File: src/hdl/pipe_regs.svh
// Constants for the three-stage in-order pipeline control
`ifndef PIPE_REGS_SVH
`define PIPE_REGS_SVH

// ************************************************************
// Widths and reset values
// ************************************************************
`define PIPE_XLEN        32
`define PIPE_CNT_W       4
`define PIPE_INSN_RST    32'h0000_0000
`define PIPE_CNT_ZERO    4'h0
`define PIPE_CNT_ONE     4'h1
`define PIPE_CNT_TWO     4'h2

// ************************************************************
// Instruction word fields used for section and length decode
// ************************************************************
`define PIPE_CLS_HI      31
`define PIPE_CLS_LO      30
`define PIPE_LEN_HI      29
`define PIPE_LEN_LO      26
`define PIPE_CLS_ALU     2'h0
`define PIPE_CLS_MULTIPLY   2'h1
`define PIPE_CLS_LOAD_STORE 2'h2

`endif

File: src/hdl/pipe_pkg.sv
// Types shared by the pipeline control
package pipe_pkg;

	// Execute section selector
	typedef enum logic [1:0]
	{
		SEC_ALU,
		SEC_MULTIPLY,
		SEC_LOAD_STORE
	} section_t;

	// Execute stage sequencing
	typedef enum logic [1:0]
	{
		EXEC_IDLE,
		EXEC_RUN,
		EXEC_WAIT_MEM
	} exec_state_t;

	// Whole pipeline state
	typedef struct packed
	{
		logic                  fetch_valid;  // Fetch stage holds an insn
		logic [31:0]           fetch_insn;   // Fetched instruction
		logic                  dec_valid;    // Decode stage occupied
		logic [31:0]           dec_insn;     // Instruction in decode
		section_t              exec_section; // Section in use
		exec_state_t           exec_state;   // Execute sequencer
		logic [3:0]            exec_left;    // Cycles still needed
		logic                  retire;       // Completion pulse
		logic [31:0]           retire_insn;  // Completed instruction
	} pipe_state_t;

endpackage

File: src/hdl/three_stage_inorder_pipeline.sv
// Control of a three-stage in-order pipeline: fetch, decode, execute
`timescale 1ns/1ps
`include "pipe_regs.svh"

// Behaviour
// - Exactly three stages: fetch, decode, execute in sequence.
// - Execute has ALU, multiply, load/store sections.
// - Issue and complete strictly in program order.
// - Multi-cycle op holds decode and execute stages.
// - No forwarding; stages prevent data hazards.
module three_stage_inorder_pipeline
(
	// Clock and reset
	input  wire logic                  clk_sys,
	input  wire logic                  rst,
	// Instruction memory side
	input  wire logic                  imem_valid,
	input  wire logic [31:0]           imem_insn,
	output logic                       imem_ready,
	// Load/store data bus side
	output logic                       dbus_req,
	input  wire logic                  dbus_done,
	// Execute section strobes and completion
	output logic                       alu_busy,
	output logic                       multiply_section_busy,
	output logic                       load_store_section_busy,
	output logic                       retire_valid,
	output logic [31:0]                retire_insn
);

	// ************************************************************
	// Decode helpers
	// ************************************************************

	// Section an instruction is steered to
	function automatic pipe_pkg::section_t sec_of(input logic [31:0] w);
		logic [1:0] c;
		c = w[`PIPE_CLS_HI:`PIPE_CLS_LO];
		if (c == `PIPE_CLS_MULTIPLY)
			sec_of = pipe_pkg::SEC_MULTIPLY;
		else if (c == `PIPE_CLS_LOAD_STORE)
			sec_of = pipe_pkg::SEC_LOAD_STORE;
		else
			sec_of = pipe_pkg::SEC_ALU;
	endfunction

	// Cycle count in execute, never below one
	function automatic logic [3:0] len_of(input logic [31:0] w);
		logic [3:0] n;
		n = w[`PIPE_LEN_HI:`PIPE_LEN_LO];
		len_of = (n == `PIPE_CNT_ZERO) ? `PIPE_CNT_ONE : n;
	endfunction

	// ************************************************************
	// State
	// ************************************************************
	pipe_pkg::pipe_state_t st_reg;   // Registered state
	pipe_pkg::pipe_state_t st_next;  // Next state
	logic                  exec_done; // Execute finishes this cycle
	logic                  adv;       // Decode/execute may advance

	// Completion of the current operation
	always_comb
	begin
		case (st_reg.exec_state)
			pipe_pkg::EXEC_RUN:
				exec_done = (st_reg.exec_left == `PIPE_CNT_ONE);
			pipe_pkg::EXEC_WAIT_MEM:
				exec_done = dbus_done;
			default:
				exec_done = 1'b0;
		endcase
	end

	// Decode stage frees only once execute has nothing left to do
	assign adv = !st_reg.dec_valid || exec_done;
	// Fetch accepts only when its single slot is free or moving on
	assign imem_ready = !st_reg.fetch_valid || adv;

	// ************************************************************
	// Next-state logic
	// ************************************************************
	// One struct carries the whole pipe so every stage moves together
	always_comb
	begin
		st_next = st_reg;
		st_next.retire = 1'b0;
		// Completion from execute, oldest first
		if (st_reg.dec_valid && exec_done)
		begin
			st_next.retire = 1'b1;
			st_next.retire_insn = st_reg.dec_insn;
			st_next.dec_valid = 1'b0;
			st_next.exec_state = pipe_pkg::EXEC_IDLE;
		end
		else if (st_reg.exec_state == pipe_pkg::EXEC_RUN)
			st_next.exec_left = st_reg.exec_left - `PIPE_CNT_ONE;
		// Fetch to decode: operands are read in decode after the older
		// insn has written back, so no forwarding path is needed
		if (adv && st_reg.fetch_valid)
		begin
			st_next.dec_valid = 1'b1;
			st_next.dec_insn = st_reg.fetch_insn;
			st_next.exec_section = sec_of(st_reg.fetch_insn);
			st_next.exec_left = len_of(st_reg.fetch_insn);
			if (sec_of(st_reg.fetch_insn) == pipe_pkg::SEC_LOAD_STORE)
				st_next.exec_state = pipe_pkg::EXEC_WAIT_MEM;
			else
				st_next.exec_state = pipe_pkg::EXEC_RUN;
		end
		// Fetch slot: hold while stalled, reload when freed
		if (imem_ready)
		begin
			st_next.fetch_valid = imem_valid;
			if (imem_valid)
				st_next.fetch_insn = imem_insn;
		end
		if (rst)
		begin
			st_next.fetch_valid = 1'b0;
			st_next.fetch_insn = `PIPE_INSN_RST;
			st_next.dec_valid = 1'b0;
			st_next.dec_insn = `PIPE_INSN_RST;
			st_next.exec_section = pipe_pkg::SEC_ALU;
			st_next.exec_state = pipe_pkg::EXEC_IDLE;
			st_next.exec_left = `PIPE_CNT_ZERO;
			st_next.retire = 1'b0;
			st_next.retire_insn = `PIPE_INSN_RST;
		end
	end

	// Single state register, reset folded into next state
	always_ff @(posedge clk_sys)
	begin
		st_reg <= st_next;
	end

	// ************************************************************
	// Outputs
	// ************************************************************
	// Section strobes follow the registered section selector
	assign alu_busy = st_reg.dec_valid &&
		st_reg.exec_section == pipe_pkg::SEC_ALU;
	assign multiply_section_busy = st_reg.dec_valid &&
		st_reg.exec_section == pipe_pkg::SEC_MULTIPLY;
	assign load_store_section_busy = st_reg.dec_valid &&
		st_reg.exec_section == pipe_pkg::SEC_LOAD_STORE;
	assign dbus_req = st_reg.exec_state == pipe_pkg::EXEC_WAIT_MEM;
	assign retire_valid = st_reg.retire;
	assign retire_insn = st_reg.retire_insn;

	// ************************************************************
	// Assertions
	// ************************************************************
	// Fetched word moves to decode unchanged
	property p_fetch_to_dec;
		@(posedge clk_sys) disable iff (rst)
		(st_reg.fetch_valid && adv) |=>
			(st_reg.dec_valid && st_reg.dec_insn == $past(st_reg.fetch_insn));
	endproperty
	a_fetch_to_dec: assert property (p_fetch_to_dec)
		else $error("fetch word lost on way to decode");

	// Exactly one section busy while decode occupied
	property p_one_section;
		@(posedge clk_sys) disable iff (rst)
		st_reg.dec_valid |-> $onehot({alu_busy, multiply_section_busy,
			load_store_section_busy});
	endproperty
	a_one_section: assert property (p_one_section)
		else $error("not exactly one execute section busy");

	// Retired word is the one that sat in decode
	property p_retire_order;
		@(posedge clk_sys) disable iff (rst)
		retire_valid |-> retire_insn == $past(st_reg.dec_insn);
	endproperty
	a_retire_order: assert property (p_retire_order)
		else $error("completion out of program order");

	// Two-cycle op holds decode for two cycles
	property p_hold_two;
		@(posedge clk_sys) disable iff (rst)
		(st_reg.exec_state == pipe_pkg::EXEC_RUN &&
			st_reg.exec_left == `PIPE_CNT_TWO)
			|=> !retire_valid ##1 retire_valid;
	endproperty
	a_hold_two: assert property (p_hold_two)
		else $error("multi-cycle op left execute early");

	// Decode word stable while execute still busy
	property p_dec_stable;
		@(posedge clk_sys) disable iff (rst)
		(st_reg.dec_valid && !exec_done) |=> $stable(st_reg.dec_insn);
	endproperty
	a_dec_stable: assert property (p_dec_stable)
		else $error("decode overwritten while execute busy");

	// Stalled fetch keeps its word
	property p_fetch_hold;
		@(posedge clk_sys) disable iff (rst)
		(st_reg.fetch_valid && !imem_ready) |=>
			(st_reg.fetch_valid && $stable(st_reg.fetch_insn));
	endproperty
	a_fetch_hold: assert property (p_fetch_hold)
		else $error("stalled fetch lost its instruction");

	// Covers for main scenarios
	c_mul: cover property (@(posedge clk_sys) disable iff (rst)
		multiply_section_busy ##1 multiply_section_busy ##1 retire_valid);
	c_ls: cover property (@(posedge clk_sys) disable iff (rst)
		dbus_req ##1 dbus_req ##1 retire_valid);
	c_stall: cover property (@(posedge clk_sys) disable iff (rst)
		st_reg.fetch_valid && !imem_ready);
	c_b2b: cover property (@(posedge clk_sys) disable iff (rst)
		retire_valid ##1 retire_valid);

endmodule

File: config.mk
export PLATFORM = sky130hd
export DESIGN_NAME = three_stage_inorder_pipeline
export DESIGN_NICKNAME = d
export VERILOG_FILES = /design/src/hdl/pipe_pkg.sv /design/src/hdl/three_stage_inorder_pipeline.sv
export VERILOG_INCLUDE_DIRS = /design/src /design/src/hdl
export SDC_FILE = /design/constraint.sdc
export NUM_CORES = 1
export LEC_CHECK = 0
export ABC_AREA = 0
export BUFFER_PORTS_ARGS = -buffer_cell sky130_fd_sc_hd__buf_2
export CAP_MARGIN = 20
export CORE_MARGIN = 2
export CORE_UTILIZATION = 39
export DETAILED_ROUTE_END_ITERATION = 10
export HOLD_SLACK_MARGIN = 0.15
export PLACE_DENSITY = 0.58
export RECOVER_POWER = 25
export SLEW_MARGIN = 20
export SYNTH_ARGS = -nofsm -noshare
export SYNTH_HDL_FRONTEND = slang
export SYNTH_SLANG_ARGS = --single-unit
File: constraint.sdc
create_clock -name clk_sys -period 2.5 [get_ports clk_sys]
set_input_delay 0.5 -clock clk_sys [delete_from_list [all_inputs] [get_ports clk_sys]]
set_output_delay 0.5 -clock clk_sys [all_outputs]
set_load 0.02 [all_outputs]
== Word level (Yosys, flattened, before mapping) ==
Cells that the tools add are included.
Cells by class
  add/sub/neg operators: 1
  multipliers: 0
  div/mod/pow operators: 0
  $lt $le $gt $ge: 0
  equal/unequal tests: 9
  shifts and indexed selects: 0
  mux-type cells: 12
  bitwise logic cells: 0
  reduce and logical (&&, ||, !) cells: 15
Operators by type and width (number)
  $mux W41: 1
  $mux W33: 1
  $mux W4: 3
  $mux W2: 5
  $eq A2 B2 Y1 const B: 4
  $eq A2 B1 Y1 const B: 3
  $logic_and A1 B1 Y1: 5
  $eq A4 B1 Y1 const B: 1
  $logic_not A4 Y1: 1
  $reduce_and A2 Y1: 2
  $reduce_bool A2 Y1: 2
  $sub A4 B1 Y4 const B: 1
  $logic_not A1 Y1: 2
  $logic_not A2 Y1: 1
  $logic_or A1 B1 Y1: 2
  $ne A2 B1 Y1 const B: 1
  $pmux W1 S2: 1
  $mux W1: 1
Word-level totals
  register bits after elaboration: 107
  latch bits: 0
  RAM bits: 0
  bits in read-only memories: 0
  input bits: 36
  output and inout port bits: 38
  word-level logic and storage cells: 46
  memories: 0

== Longest topological paths before layout ==
  depth in word-level cells: 8
  depth in mapped cells: 9
  depth with buffers taken out: 7

== Least setup slack after synthesis ==
Ideal clock, no wire load.
  kind: flip-flop to flip-flop
  start: register st_reg[37] in the netlist's numbering
  end: register st_reg[76] in the netlist's numbering
  setup time: 0.128 ns
  data arrival time: 1.919 ns
  required time: 2.372 ns
  slack: 0.454 ns
  cell stages (with the launch flop): 10
  buffers on the path: 2
  period minus slack after synthesis: 2.046 ns
  cells stage by stage: dfxtp_1 -> inv_1 -> ha_1 -> and2_1 -> o21ba_1 -> clkbuf_2 -> o31ai_4 -> buf_6 -> mux2i_1 -> nor2_1
Between the ends
  longest elaborated chain between the ends: 5
  elaborated cells between the ends (all ways): 6
  classes of those cells: eq/ne: 2; mux: 1; reduce/logical: 3
RTL lines
  start, declared: line three_stage_inorder_pipeline.sv:57  | pipe_pkg::pipe_state_t st_reg;
  start signal, assigned: line three_stage_inorder_pipeline.sv:135  | st_reg <= st_next;
  $eq A2 B2 Y1
  named net dbus_req: line three_stage_inorder_pipeline.sv:21  | output logic dbus_req,
  $pmux W1 S2: line three_stage_inorder_pipeline.sv:65  | case (st_reg.exec_state)
  $logic_or A1 B1 Y1: line three_stage_inorder_pipeline.sv:76  | assign adv = !st_reg.dec_valid || exec_done;
  $logic_or A1 B1 Y1: line three_stage_inorder_pipeline.sv:78  | assign imem_ready = !st_reg.fetch_valid || adv;
  $reduce_and A2 Y1 (no line)
The timed path passes the listed nets, and every way through them passes these cells.
A chain may end at the register's enable or synchronous reset.

== Final worst setup path ==
  start: register st_reg[73] in the netlist's numbering
  end: output imem_ready
Between the ends
  longest elaborated chain between the ends: 3
RTL lines
  $logic_not A1 Y1: line three_stage_inorder_pipeline.sv:76
  $logic_or A1 B1 Y1: line three_stage_inorder_pipeline.sv:76
  $logic_or A1 B1 Y1: line three_stage_inorder_pipeline.sv:78
  end, declared: line three_stage_inorder_pipeline.sv:19  | output logic imem_ready,
No other way between the ends.

==> results_dict.tcl <==
set metrics [dict create \
    hold_depth 3 \
    drt.antenna.violating_nets 0 \
    r2r-start "st_reg[73]" \
    min_from "imem_insn[15]" \
    drt_iter0_markers 243 \
    r2r-end "st_reg[35]" \
    setup_viol_count_final 0 \
    largest_register_ffs 74 \
    grtUsageTotal 0.167 \
    crit_fanout 11 \
    gp_congestion 1.03 \
    seq_area_frac_synth 0.501 \
    power_mw 3.11 \
    p_leak_nw 1.80 \
    std_cell_rows 38 \
    clock-root-buffer "clkbuf_8" \
    hold_end "st_reg[89]" \
    met2_usage 0.267 \
    syn_area_um2 4280 \
    numCtsBuffers 9 \
    wl_per_cell_um 13.9 \
    slew_headroom 0.611 \
    startpoint_type "flip-flop" \
    post-route-period-util 0.981 \
    finalNetCount 576 \
    antenna_found_initial 0 \
    use_met1 0.216 \
    worstPathArrival_ns 1.95 \
    fillerInstances 1127 \
    crit_type "reg2out" \
    grt_pass1_vias 3030 \
    peakVddDrop_mv 0.297 \
    final_max_slew_viol_count 0 \
    diodes 0 \
    skew_ns 0.00996 \
    hold_path_class "in2reg" \
    final_hold_viol_count 0 \
    ys_types 40 \
    synth-seq-cells 107 \
    syn-mean-instance-area_um2 8.50 \
    r2r_setup_slack_ns 0.31 \
    core_um2 10700 \
    power_density_nw_per_um2 663 \
    maxCapViolCount 0 \
    place_hpwl_um 6410 \
    netlist_instances 503 \
    clock_latency_ns 0.37 \
    first_pass_iters 5 \
    via_count 3305 \
    wl_um 9440 \
    worst_slew_pin_slew_ns 0.584 \
    utilization 0.436 \
    required_ns 2.00 \
    htreeDepth 3 \
    drc 0 \
    die_y_um 109 \
    gr-total-overflow 0 \
    crit_path_end_kind "output port" \
    die_area_um2 11800 \
    clock_sink_count 107 \
    reg2reg_depth 5 \
    ios 74 \
    start_util 0.398 \
    numPlacedInstances 665 \
    cts_max_path_buffers 2 \
    grt.busiest_layer "met2" \
    area_delta_synth_final_pct 9.54 \
    cts_hold_buffers 0 \
    ys_warn_count 0 \
    grt_first_pass_wirelength_um 15200 \
    cts_tree "built" \
    avgViaCountPerCell 4.85 \
    fmax_mhz 408 \
    synthesis.nets 543 \
    period_minus_slack_ns 2.45 \
    gr-usage-met3 0.0347 \
    instances_no_fill 681 \
    grt_max_degree 59 \
    io_buffers 73 \
    worst_setup_hold_path_clk_slew_ns 0.10 \
    status "finished clean" \
    drive_above_1_share 0.139 \
    die_x_um 109 \
]
## cell families after synthesis
group	share of synthesized area
adders and majority gates	0.0117
buffers and inverters	0.0998
and+or+nand+nor	0.185
xor gates and xnor gates	0.00205
DFF	0.501
muxes	0.0749
AOI/OAI and AO/OA	0.125
## power by group
group / total [mW] / internal (mW) / switching, mW
clock network: 1.02 / 0.433 / 0.589
logic: 0.273 / 0.116 / 0.157
registers: 1.81 / 1.76 / 0.0495
total: 3.11 / 2.31 / 0.795
## metal layers
metal,up-vias,share of wire
li1,1688,-
met1,1508,0.47
met2,90,0.46
met3,19,0.051
met4,0,0.024
met5,-,0
## worst max-delay path, cell delays in order, from the launching register on
cell,delay [ns]
dfxtp_1,0.61
clkinv_1,0.43
nor2_2,0.26
nand2_1,0.09
buf_2,0.18
## repair_timing
| item | CTS | global route |
|---|---|---|
| setup buffers | 0 | 0 |
| resized for setup | 1 | 5 |
| endpoints found under the setup margin | 1 | 1 |
## worst max-delay path by stage
stage               depth (start not counted)  slack [ns]         end        from
finish                                      4        0.05  imem_ready  st_reg[73]
global route                                4     -0.0009  imem_ready  st_reg[73]
CTS                                         7        0.01  imem_ready  st_reg[38]
detailed placement                          6        0.37  imem_ready  st_reg[33]
global placement                            5        0.43  st_reg[35]  st_reg[73]
floorplan                                   9        0.45  st_reg[76]  st_reg[37]
## cell usage after synthesis
master	instances	area share
a211o_1	2	0.0041
a211oi_1	1	0.0018
a21o_1	1	0.0018
a21oi_1	71	0.083
a21oi_2	1	0.0020
a221oi_1	1	0.0020
a2bb2oi_1	1	0.0020
a31oi_1	2	0.0029
a41oi_1	1	0.0020
and2_1	1	0.0015
and3_1	1	0.0015
and3b_1	1	0.0020
and4_1	2	0.0041
buf_2	13	0.015
buf_4	32	0.056
buf_6	3	0.0079
clkbuf_1	13	0.011
clkbuf_2	1	0.0012
clkinv_1	2	0.0018
dfxtp_1	107	0.50
ha_1	4	0.012
inv_1	7	0.0061
mux2i_1	32	0.075
nand2_1	136	0.12
nand3_1	2	0.0023
nand3b_1	2	0.0035
nor2_1	46	0.040
nor2b_1	1	0.0015
nor3_1	3	0.0035
nor4bb_4	1	0.0059
o2111a_1	1	0.0026
o211ai_1	1	0.0018
o21ai_0	2	0.0023
o21ai_2	1	0.0020
o21ba_1	1	0.0023
o21bai_1	1	0.0018
o22ai_1	1	0.0015
o311ai_0	2	0.0041
o31ai_4	1	0.0050
xnor2_1	1	0.0020
## per-stage QoR
step,setup slack [ns],cell area [um^2],hold slack (ns),TNS (ns)
after detailed placement,0.367,4520,0.443,0
after floorplan,0.454,4280,0.432,0
after global routing,-0.000886,4680,0.346,-0.000886
after global placement,0.431,4520,0.435,0
final,0.0487,4680,0.350,0
after CTS,0.0102,4710,0.342,0
## cell type report
cell class              instances  area (um^2)  share of cell area
clock buffers                  13          159              0.0339
clock inverters                 3         28.8             0.00614
inverters                       9         33.8             0.00721
multi-input cells             325         1720               0.368
flip-flops and latches        107         2140               0.458
well taps                     140          175              0.0374
repair buffers                 84          422              0.0900
## placed cells by master, fill, tap and decap left out, types with 3 or more instances in the layout
cell type / n
inv_1: 7
clkbuf_8: 11
nand2_1: 136
clkbuf_1: 35
nor2_1: 44
mux2i_1: 32
a21oi_1: 71
ha_1: 3
buf_4: 11
buf_2: 39
dfxtp_1: 105
nor3_1: 3
No activity file was read; power rests on OpenSTA's default activity.
